===== src/include/qgsc_pkg.sv =====
// Shared constants for the quad gain serial control link and its two ends.
package qgsc_pkg;

	// ****************************************
	// Frame layout
	// ****************************************
	localparam int FRAME_BITS = 16;
	localparam int BYTE_BITS = 8;
	localparam int DIR_POS = 15;
	localparam int ADDR_MSB = 10;
	localparam int ADDR_LSB = 8;
	localparam int RSVD_BITS = 4;

	// ****************************************
	// Register offsets and fields
	// ****************************************
	localparam logic [2:0] OFS_GAIN_FIRST = 3'h0;
	localparam logic [2:0] OFS_GAIN_SECOND = 3'h1;
	localparam logic [2:0] OFS_GAIN_THIRD = 3'h2;
	localparam logic [2:0] OFS_GAIN_FOURTH = 3'h3;
	localparam logic [2:0] OFS_STEP_TRIM = 3'h4;
	localparam int POWER_POS = 6;
	localparam int ENABLE_POS = 5;
	localparam logic [4:0] ATTEN_MIN = 5'h00;
	localparam logic [4:0] ATTEN_MAX = 5'h1f;
	localparam logic [7:0] GAIN_RESET = 8'h00;
	localparam logic [2:0] ADDR_RESET = 3'h0;
	localparam logic [1:0] STEP_HOLD = 2'h0;
	localparam logic [1:0] STEP_LOWER = 2'h1;
	localparam logic [1:0] STEP_RAISE = 2'h2;

	// ****************************************
	// Timing
	// ****************************************
	localparam int CORE_CLK_NS = 8;
	localparam int LINK_HALF_NS = 64;
	localparam int LINK_HALF_CYC =
		(LINK_HALF_NS + CORE_CLK_NS - 1) / CORE_CLK_NS;

endpackage : qgsc_pkg


===== src/include/qgsc_link_if.sv =====
// Four-wire serial link between the master and the gain control slave.
interface qgsc_link_if;
	logic sclk;
	logic select_n;
	logic serial_in_line;
	logic serial_out_drv;
	logic serial_out_oe;
	logic serial_out_line;

	// The line is biased high externally when nobody drives it.
	assign serial_out_line = serial_out_oe ? serial_out_drv : 1'b1;

	modport dev (
		input sclk,
		input select_n,
		input serial_in_line,
		output serial_out_drv,
		output serial_out_oe
	);

	modport host (
		output sclk,
		output select_n,
		output serial_in_line,
		input serial_out_line
	);
endinterface : qgsc_link_if


===== src/hdl/qgsc_dev.sv =====
// Gain control slave: serial frame decoder and register file.
module qgsc_dev (
	input wire logic core_clk_in,
	input wire logic rst_n_in,
	qgsc_link_if.dev link,
	input wire logic mode_serial_in,
	output logic [31:0] gain_regs_out,
	output logic [3:0] channel_on_out,
	output logic [3:0] power_high_out,
	output logic [2:0] latched_addr_out,
	output logic frame_done_out
);

	// ****************************************
	// Functions
	// ****************************************

	// One saturating attenuation step for a single channel.
	function automatic logic [4:0] qgsc_step(input logic [4:0] att,
		input logic [1:0] code);
		logic [4:0] r;
		r = att;
		if (code == qgsc_pkg::STEP_LOWER && att != qgsc_pkg::ATTEN_MIN) begin
			r = att - 5'h01;
		end else if (code == qgsc_pkg::STEP_RAISE &&
			att != qgsc_pkg::ATTEN_MAX) begin
			r = att + 5'h01;
		end
		return r;
	endfunction

	// True for the four channel register codes. The read mux and the write
	// decode share it so a read never answers for a code a write ignores.
	function automatic logic qgsc_is_chan(input logic [2:0] a);
		return (a <= qgsc_pkg::OFS_GAIN_FOURTH);
	endfunction

	// ****************************************
	// Declarations
	// ****************************************
	// Synchroniser stages and the previous sample for edge detection.
	logic [3:0] sync1_ff;
	logic [3:0] sync2_ff;
	logic [1:0] prev_ff;
	// Frame state: bit count, received bits and outgoing byte.
	logic [4:0] bit_cnt_ff;
	logic [15:0] shift_ff;
	logic [7:0] tx_ff;
	logic out_ff;
	// Register file and commit reporting.
	logic [7:0] chan_ff [0:3];
	logic [2:0] addr_ff;
	logic done_ff;
	// Decoded pin events and frame fields.
	logic sclk_rise;
	logic sclk_fall;
	logic sel_fall;
	logic sel_rise;
	logic selected;
	logic mode_on;
	logic complete;
	logic [2:0] frame_addr;
	logic [7:0] frame_data;
	logic [7:0] rd_data;

	// ****************************************
	// Pin synchronisers
	// ****************************************

	// Every link pin is asynchronous to the core clock, so all pass two flops.
	// Reset loads the idle levels (select high, clock low, mode off) so
	// that no false clock or select edge follows the release of reset.
	always_ff @(posedge core_clk_in) begin
		if (!rst_n_in) begin
			sync1_ff <= 4'h2;
			sync2_ff <= 4'h2;
			prev_ff <= 2'h2;
		end else begin
			sync1_ff <= {mode_serial_in, link.serial_in_line,
				link.select_n, link.sclk};
			sync2_ff <= sync1_ff;
			prev_ff <= sync2_ff[1:0];
		end
	end

	// Edge detection looks only at the second stage and its delayed copy.
	// A select fall with mode off still clears the frame; it cannot commit.
	assign mode_on = sync2_ff[3];
	assign sclk_rise = sync2_ff[0] & ~prev_ff[0];
	assign sclk_fall = ~sync2_ff[0] & prev_ff[0];
	assign sel_fall = ~sync2_ff[1] & prev_ff[1];
	assign sel_rise = sync2_ff[1] & ~prev_ff[1];
	assign selected = mode_on & ~sync2_ff[1];
	assign complete = (bit_cnt_ff == 5'(qgsc_pkg::FRAME_BITS));
	assign frame_addr = shift_ff[qgsc_pkg::ADDR_MSB:qgsc_pkg::ADDR_LSB];
	assign frame_data = shift_ff[7:0];

	// ****************************************
	// Frame shifter
	// ****************************************

	// The counter saturates so a long frame never aliases to sixteen.
	// Edges are acted on about three core cycles late, so the master must
	// hold each clock phase for at least six core cycles.
	always_ff @(posedge core_clk_in) begin
		if (!rst_n_in) begin
			bit_cnt_ff <= 5'h00;
			shift_ff <= 16'h0000;
		end else if (sel_fall) begin
			bit_cnt_ff <= 5'h00;
			shift_ff <= 16'h0000;
		end else if (selected && sclk_rise) begin
			shift_ff <= {shift_ff[14:0], sync2_ff[2]};
			if (bit_cnt_ff != 5'h1f) begin
				bit_cnt_ff <= bit_cnt_ff + 5'h01;
			end
		end
	end

	// ****************************************
	// Read data path
	// ****************************************

	// Read mux over the first byte's address; the step register reads zero.
	// The step register is write-only: its codes act once and are not kept.
	always_comb begin
		rd_data = 8'h00;
		if (qgsc_is_chan(shift_ff[2:0])) begin
			rd_data = chan_ff[shift_ff[1:0]];
		end
	end

	// The output moves only on a clock fall, once the first byte is in.
	// It is cleared at each select fall so the first byte shows zeros.
	always_ff @(posedge core_clk_in) begin
		if (!rst_n_in) begin
			tx_ff <= 8'h00;
			out_ff <= 1'b0;
		end else if (sel_fall) begin
			out_ff <= 1'b0;
		end else if (selected && sclk_fall) begin
			if (bit_cnt_ff == 5'(qgsc_pkg::BYTE_BITS)) begin
				out_ff <= rd_data[7];
				tx_ff <= {rd_data[6:0], 1'b0};
			end else if (bit_cnt_ff > 5'(qgsc_pkg::BYTE_BITS) &&
				bit_cnt_ff < 5'(qgsc_pkg::FRAME_BITS)) begin
				out_ff <= tx_ff[7];
				tx_ff <= {tx_ff[6:0], 1'b0};
			end
		end
	end

	assign link.serial_out_drv = out_ff;
	assign link.serial_out_oe = selected;

	// ****************************************
	// Register file
	// ****************************************

	// Commit happens on select release only after exactly sixteen clocks.
	// Step code 11 is taken as no change, the safe reading of it.
	always_ff @(posedge core_clk_in) begin
		if (!rst_n_in) begin
			for (int i = 0; i < 4; i++) begin
				chan_ff[i] <= qgsc_pkg::GAIN_RESET;
			end
		end else if (mode_on && sel_rise && complete &&
			!shift_ff[qgsc_pkg::DIR_POS]) begin
			if (qgsc_is_chan(frame_addr)) begin
				chan_ff[frame_addr[1:0]] <= {1'b0, frame_data[6:0]};
			end else if (frame_addr == qgsc_pkg::OFS_STEP_TRIM) begin
				for (int i = 0; i < 4; i++) begin
					chan_ff[i][4:0] <= qgsc_step(chan_ff[i][4:0],
						frame_data[2*i +: 2]);
				end
			end
		end
	end

	// Address latch; a discarded frame leaves the old address in place.
	// Read frames latch too, so the last complete access is reported.
	always_ff @(posedge core_clk_in) begin
		if (!rst_n_in) begin
			addr_ff <= qgsc_pkg::ADDR_RESET;
			done_ff <= 1'b0;
		end else begin
			done_ff <= 1'b0;
			if (mode_on && sel_rise && complete) begin
				addr_ff <= frame_addr;
				done_ff <= 1'b1;
			end
		end
	end

	// ****************************************
	// User-side outputs
	// ****************************************

	// Enables and power levels come only from the registers.
	// The power pins are not modelled: in serial mode they have no say.
	always_comb begin
		for (int i = 0; i < 4; i++) begin
			gain_regs_out[8*i +: 8] = chan_ff[i];
			channel_on_out[i] = chan_ff[i][qgsc_pkg::ENABLE_POS];
			power_high_out[i] = chan_ff[i][qgsc_pkg::POWER_POS];
		end
	end

	assign latched_addr_out = addr_ff;
	assign frame_done_out = done_ff;

endmodule // qgsc_dev


===== src/flat_wrapper.sv =====
// flat-port wrapper written by rule: the top's interface ports become plain ports
module qgsc_dev_flat 
  (core_clk_in, rst_n_in, mode_serial_in, gain_regs_out, channel_on_out, power_high_out, latched_addr_out, frame_done_out, link_sclk, link_select_n, link_serial_in_line, link_serial_out_drv, link_serial_out_oe);
  qgsc_link_if link_i ();
  input wire logic core_clk_in;
  input wire logic rst_n_in;
  input wire logic mode_serial_in;
  output logic [31:0] gain_regs_out;
  output logic [3:0] channel_on_out;
  output logic [3:0] power_high_out;
  output logic [2:0] latched_addr_out;
  output logic frame_done_out;
  input wire logic [$bits(link_i.sclk)-1:0] link_sclk;
  input wire logic [$bits(link_i.select_n)-1:0] link_select_n;
  input wire logic [$bits(link_i.serial_in_line)-1:0] link_serial_in_line;
  output wire logic [$bits(link_i.serial_out_drv)-1:0] link_serial_out_drv;
  output wire logic [$bits(link_i.serial_out_oe)-1:0] link_serial_out_oe;
  assign link_i.sclk = link_sclk;
  assign link_i.select_n = link_select_n;
  assign link_i.serial_in_line = link_serial_in_line;
  assign link_serial_out_drv = link_i.serial_out_drv;
  assign link_serial_out_oe = link_i.serial_out_oe;
  qgsc_dev u_core (.core_clk_in(core_clk_in), .rst_n_in(rst_n_in), .link(link_i), .mode_serial_in(mode_serial_in), .gain_regs_out(gain_regs_out), .channel_on_out(channel_on_out), .power_high_out(power_high_out), .latched_addr_out(latched_addr_out), .frame_done_out(frame_done_out));
endmodule

===== config.mk =====
export PLATFORM = sky130hd
export DESIGN_NAME = qgsc_dev_flat
export DESIGN_NICKNAME = d
export VERILOG_FILES = /design/src/include/qgsc_pkg.sv /design/src/include/qgsc_link_if.sv /design/src/hdl/qgsc_dev.sv /design/src/flat_wrapper.sv
export SDC_FILE = /design/constraint.sdc
export NUM_CORES = 1
export LEC_CHECK = 0
export ABC_AREA = 1
export BUFFER_PORTS_ARGS = -buffer_cell sky130_fd_sc_hd__clkbuf_2
export CORE_ASPECT_RATIO = 0.6
export CORE_MARGIN = 10
export CORE_UTILIZATION = 55
export DETAILED_ROUTE_END_ITERATION = 16
export PLACE_DENSITY = 0.76
export SLEW_MARGIN = 20
export SYNTH_ARGS = -nofsm -noshare
export SYNTH_HDL_FRONTEND = slang
export SYNTH_SLANG_ARGS = --single-unit

===== constraint.sdc =====
create_clock -name core_clk_in -period 2.23 [get_ports core_clk_in]
set_clock_uncertainty 0.1 [all_clocks]
set_input_delay 0.5575 -clock core_clk_in [delete_from_list [all_inputs] [get_ports core_clk_in]]
set_output_delay 0.5575 -clock core_clk_in [all_outputs]
set_load 0.01 [all_outputs]

==> impl_metrics.env <==
export IMPL_area_added_between_synthesis_and_finish_pct=20.2
export IMPL_synth_cell_area_mm2=0.00411
export IMPL_die_area_mm2=0.0114
export IMPL_combPwrFrac_pct=6.4
export IMPL_wl_met2_um=4710
export IMPL_ys_ff_latch=73
export IMPL_slew_at_the_pin_closest_to_its_max_slew_limit_ns=0.631
export IMPL_die_y_um=86.9
export IMPL_maxCapViolations=0
export IMPL_drtIter0Drc=465
export IMPL_startpoint_type="flop"
export IMPL_post_placement_setup_slack_ns=0.0298
export IMPL_seq_power_share_pct=47.6
export IMPL_async_reset_ff_share_pct=0
export IMPL_groute_usage_overall_pct=20.3
export IMPL_synth_edf_count=28
export IMPL_timing_final_ws_setup_ns=0.0398
export IMPL_vias_in_the_first_global_route=3636
export IMPL_htree_num_levels=3
export IMPL_share_clk_of_total_power_pct=46.0
export IMPL_clkLatencyLatePin_ns=0.34
export IMPL_slew_limit_headroom_pct=57.7
export IMPL_cts_made_buffers=9
export IMPL_crit_path_max_fanout=5
export IMPL_synth_seq_area_share_pct=42.4
export IMPL_cts_clk_slew_worst_paths_ns=0.06
export IMPL_slew_viol_final=0
export IMPL_number_of_hold_repair_buffers_added_at_the_cts_stage=0
export IMPL_min_period_ns=2.19
export IMPL_gpl_final_weighted_congestion=0.983
export IMPL_n_diodes=0
export IMPL_result_of_the_run="finished, final reports clean"
export IMPL_fin_nets=640
export IMPL_post_drt_wl_per_cell_um=16.0
export IMPL_cts_root_buffer_cell="clkbuf_16"
export IMPL_timing_hold_worst_start="link_sclk"
export IMPL_initial_utilization_pct=56.5
export IMPL_detailedRoute_firstPassIterationCount=5
export IMPL_layout_filler_cells=597
export IMPL_cts_tree="yes"
export IMPL_clock_sinks=73
export IMPL_clockBufferDepth=2
export IMPL_design_core_area_mm2=0.00727
export IMPL_mostFrequentLayoutCells="nand2_1, nor2_1, o21ai_0, inv_1, clkbuf_2"
export IMPL_ys_flop_type="dfxtp_1"
export IMPL_post_drt_via_cell_ratio=5.54
export IMPL_fmax_mhz=457
export IMPL_grt_antenna_before_repair=0
export IMPL_power_switching_share_pct=22.2
export IMPL_cellPowerDensity_mw_per_mm2=607
export IMPL_vias=4010
export IMPL_io_buffer_count=47
export IMPL_gr_total_overflow=0
export IMPL_topRoutingLayerUsed="met4"
export IMPL_critical_path_reg2reg_startpoint="u_core.chan_ff[0][4]"
export IMPL_cp_end_kind="flop"
export IMPL_finalHoldViolations=0
export IMPL_detailed_route_drc_error_count=0
export IMPL_placement_rows=24
export IMPL_met1Wirelength_um=5150
export IMPL_largest_net_degree_at_the_start_of_global_routing=26
export IMPL_detailed_place_hpwl_um=8690
export IMPL_post_synth_num_cell_types=31
export IMPL_avgSynthCellArea_um2=7.56
export IMPL_crit_type="flop to flop"
export IMPL_grt_pass1_wl_um=18700
export IMPL_min_period_over_period_pct=98.2
export IMPL_power_ir_vdd_worst_v=0.000432
export IMPL_routed_wl_met3_um=1530
export IMPL_p_switching_uw=666
export IMPL_timing_hold_worst_class="primary input to flop"
export IMPL_critPathLaunch="u_core.chan_ff[0][4]"
export IMPL_internal_power_summed_over_all_cells_uw=2330
export IMPL_num_io_pins=52
export IMPL_die_x_um=132
export IMPL_synth_cells=543
export IMPL_antenna_violating_nets_post_route=0
export IMPL_worst_path_required_time_ns=2.23
export IMPL_mostFrequentLayoutCell="nand2_1"
export IMPL_data_arrival_time_of_the_critical_path_ns=2.19
export IMPL_finish_utilization_pct=67.9
export IMPL_finalWirelength_um=11600
export IMPL_drive_gt1_share_pct=21.9
export IMPL_final_setup_viol_count=0
export IMPL_synthesis_yosys_warnings=0
export IMPL_power_leakage_uw=0.00230
-- synthesized netlist by cell type (2+ instances only) --
master	count	area (um^2)
o21ai_0	54	270
nand4_1	5	31.3
buf_2	8	40.0
nand2_1	116	435
inv_2	6	22.5
nor2_2	6	37.5
or2_2	2	12.5
buf_4	14	105
nand4_2	3	37.5
nand3_1	44	220
nand2_2	4	25.0
o211ai_1	2	15.0
fa_1	4	80.1
a21oi_1	34	170
nor2_4	4	45.0
clkbuf_1	3	11.3
ha_1	15	188
dfxtp_1	45	901
xnor2_1	6	52.6
buf_1	2	7.51
edfxtp_1	28	841
inv_1	50	188
nor2_1	78	293
xor2_1	3	26.3
-- metrics by stage --
step | cells | TNS [ns] | hold slack [ns] | cell area (um^2) | total power, uW
floorplan | 546 | 0 | 0.290 | 4120 | 1560
global placement | 699 | 0 | 0.295 | 4530 | 1620
detailed placement | 699 | 0 | 0.301 | 4530 | 1630
CTS | 715 | 0 | 0.301 | 4820 | 2980
global route | 724 | -0.0436 | 0.314 | 4940 | 3080
finish | 724 | 0 | 0.301 | 4940 | 2990
-- repair_timing --
| item | CTS | global route |
|---|---|---|
| cloned | 0 | 0 |
| setup endpoints to repair | 1 | 6 |
| setup buffers | 0 | 9 |
| hold endpoints to repair | 0 | 0 |
| gates resized for setup | 1 | 9 |
-- final timing paths --
| kind | slack, ns | end | cells after the start |
|---|---|---|---|
| worst max-delay path | 0.04 | u_core.chan_ff[0][4] | 11 |
| worst min-delay path | 0.30 | u_core.sync1_ff[0] | 3 |
| worst max register to register | 0.04 | u_core.chan_ff[0][4] | 11 |
| worst min register to register | 0.31 | u_core.sync2_ff[0] | 2 |
-- state kept, by name (all words and copies together), names as in the netlist, named ones only --
name                        flops
u_core.sync2_ff                 4
u_core.latched_addr_out         3
u_core.frame_done_out           1
u_core.bit_cnt_ff               5
u_core.link.serial_out_drv      1
u_core.tx_ff                    7
u_core.shift_ff                16
u_core.sync1_ff                 4
u_core.chan_ff                 28
u_core.prev_ff                  2
-- worst max-delay path, cell delays in order (launching register included) --
cell and delay [ns]:
edfxtp_1 0.46, inv_2 0.13, nand3_1 0.10, nand2_2 0.09
inv_2 0.09, fa_2 0.37, nand3_1 0.14, nand2_1 0.08
nand2_1 0.12, nand3_1 0.10, nand3_1 0.10, nand2_1 0.06
-- metal layers --
metal | track usage [%] | vias to the layer above
met3 | 8.01 | 24
li1 | - | 1905
met5 | 0 | -
met4 | 6.13 | 0
met1 | 27.3 | 1833
met2 | 29.4 | 248
-- cells by family (layout without fill, tap and decap cells) --
kind of cell / Yosys count / count (layout) / share of synthesized area [%]
compound gates: 92 / 92 / 11.5
other cells: 1 / 4 / 0.0913
xor+xnor: 9 / 9 / 1.92
fa+ha+maj: 19 / 19 / 6.52
simple gates: 264 / 264 / 28.1
buf+inv: 85 / 159 / 9.48
flops: 73 / 73 / 42.4
-- cell type report --
cell class / count / area (um^2) / share of cell area (%)
Multi-Input combinational cell: 388 / 2040 / 41.3
Sequential cell: 73 / 1740 / 35.3
Timing Repair Buffer: 86 / 528 / 10.7
Clock buffer: 14 / 275 / 5.58
Inverter: 57 / 214 / 4.33
Tap cell: 104 / 130 / 2.64
Clock inverter: 2 / 10.0 / 0.203
-- power by group through the flow --
stage	clock, uW	combinational [uW]	sequential, uW
global placement	0	172	1450
floorplan	0	99.4	1460
CTS	1380	178	1420
global route	1440	211	1430
finish	1380	193	1420
detailed placement	0	176	1450
Power figures use the tool's default switching activity.
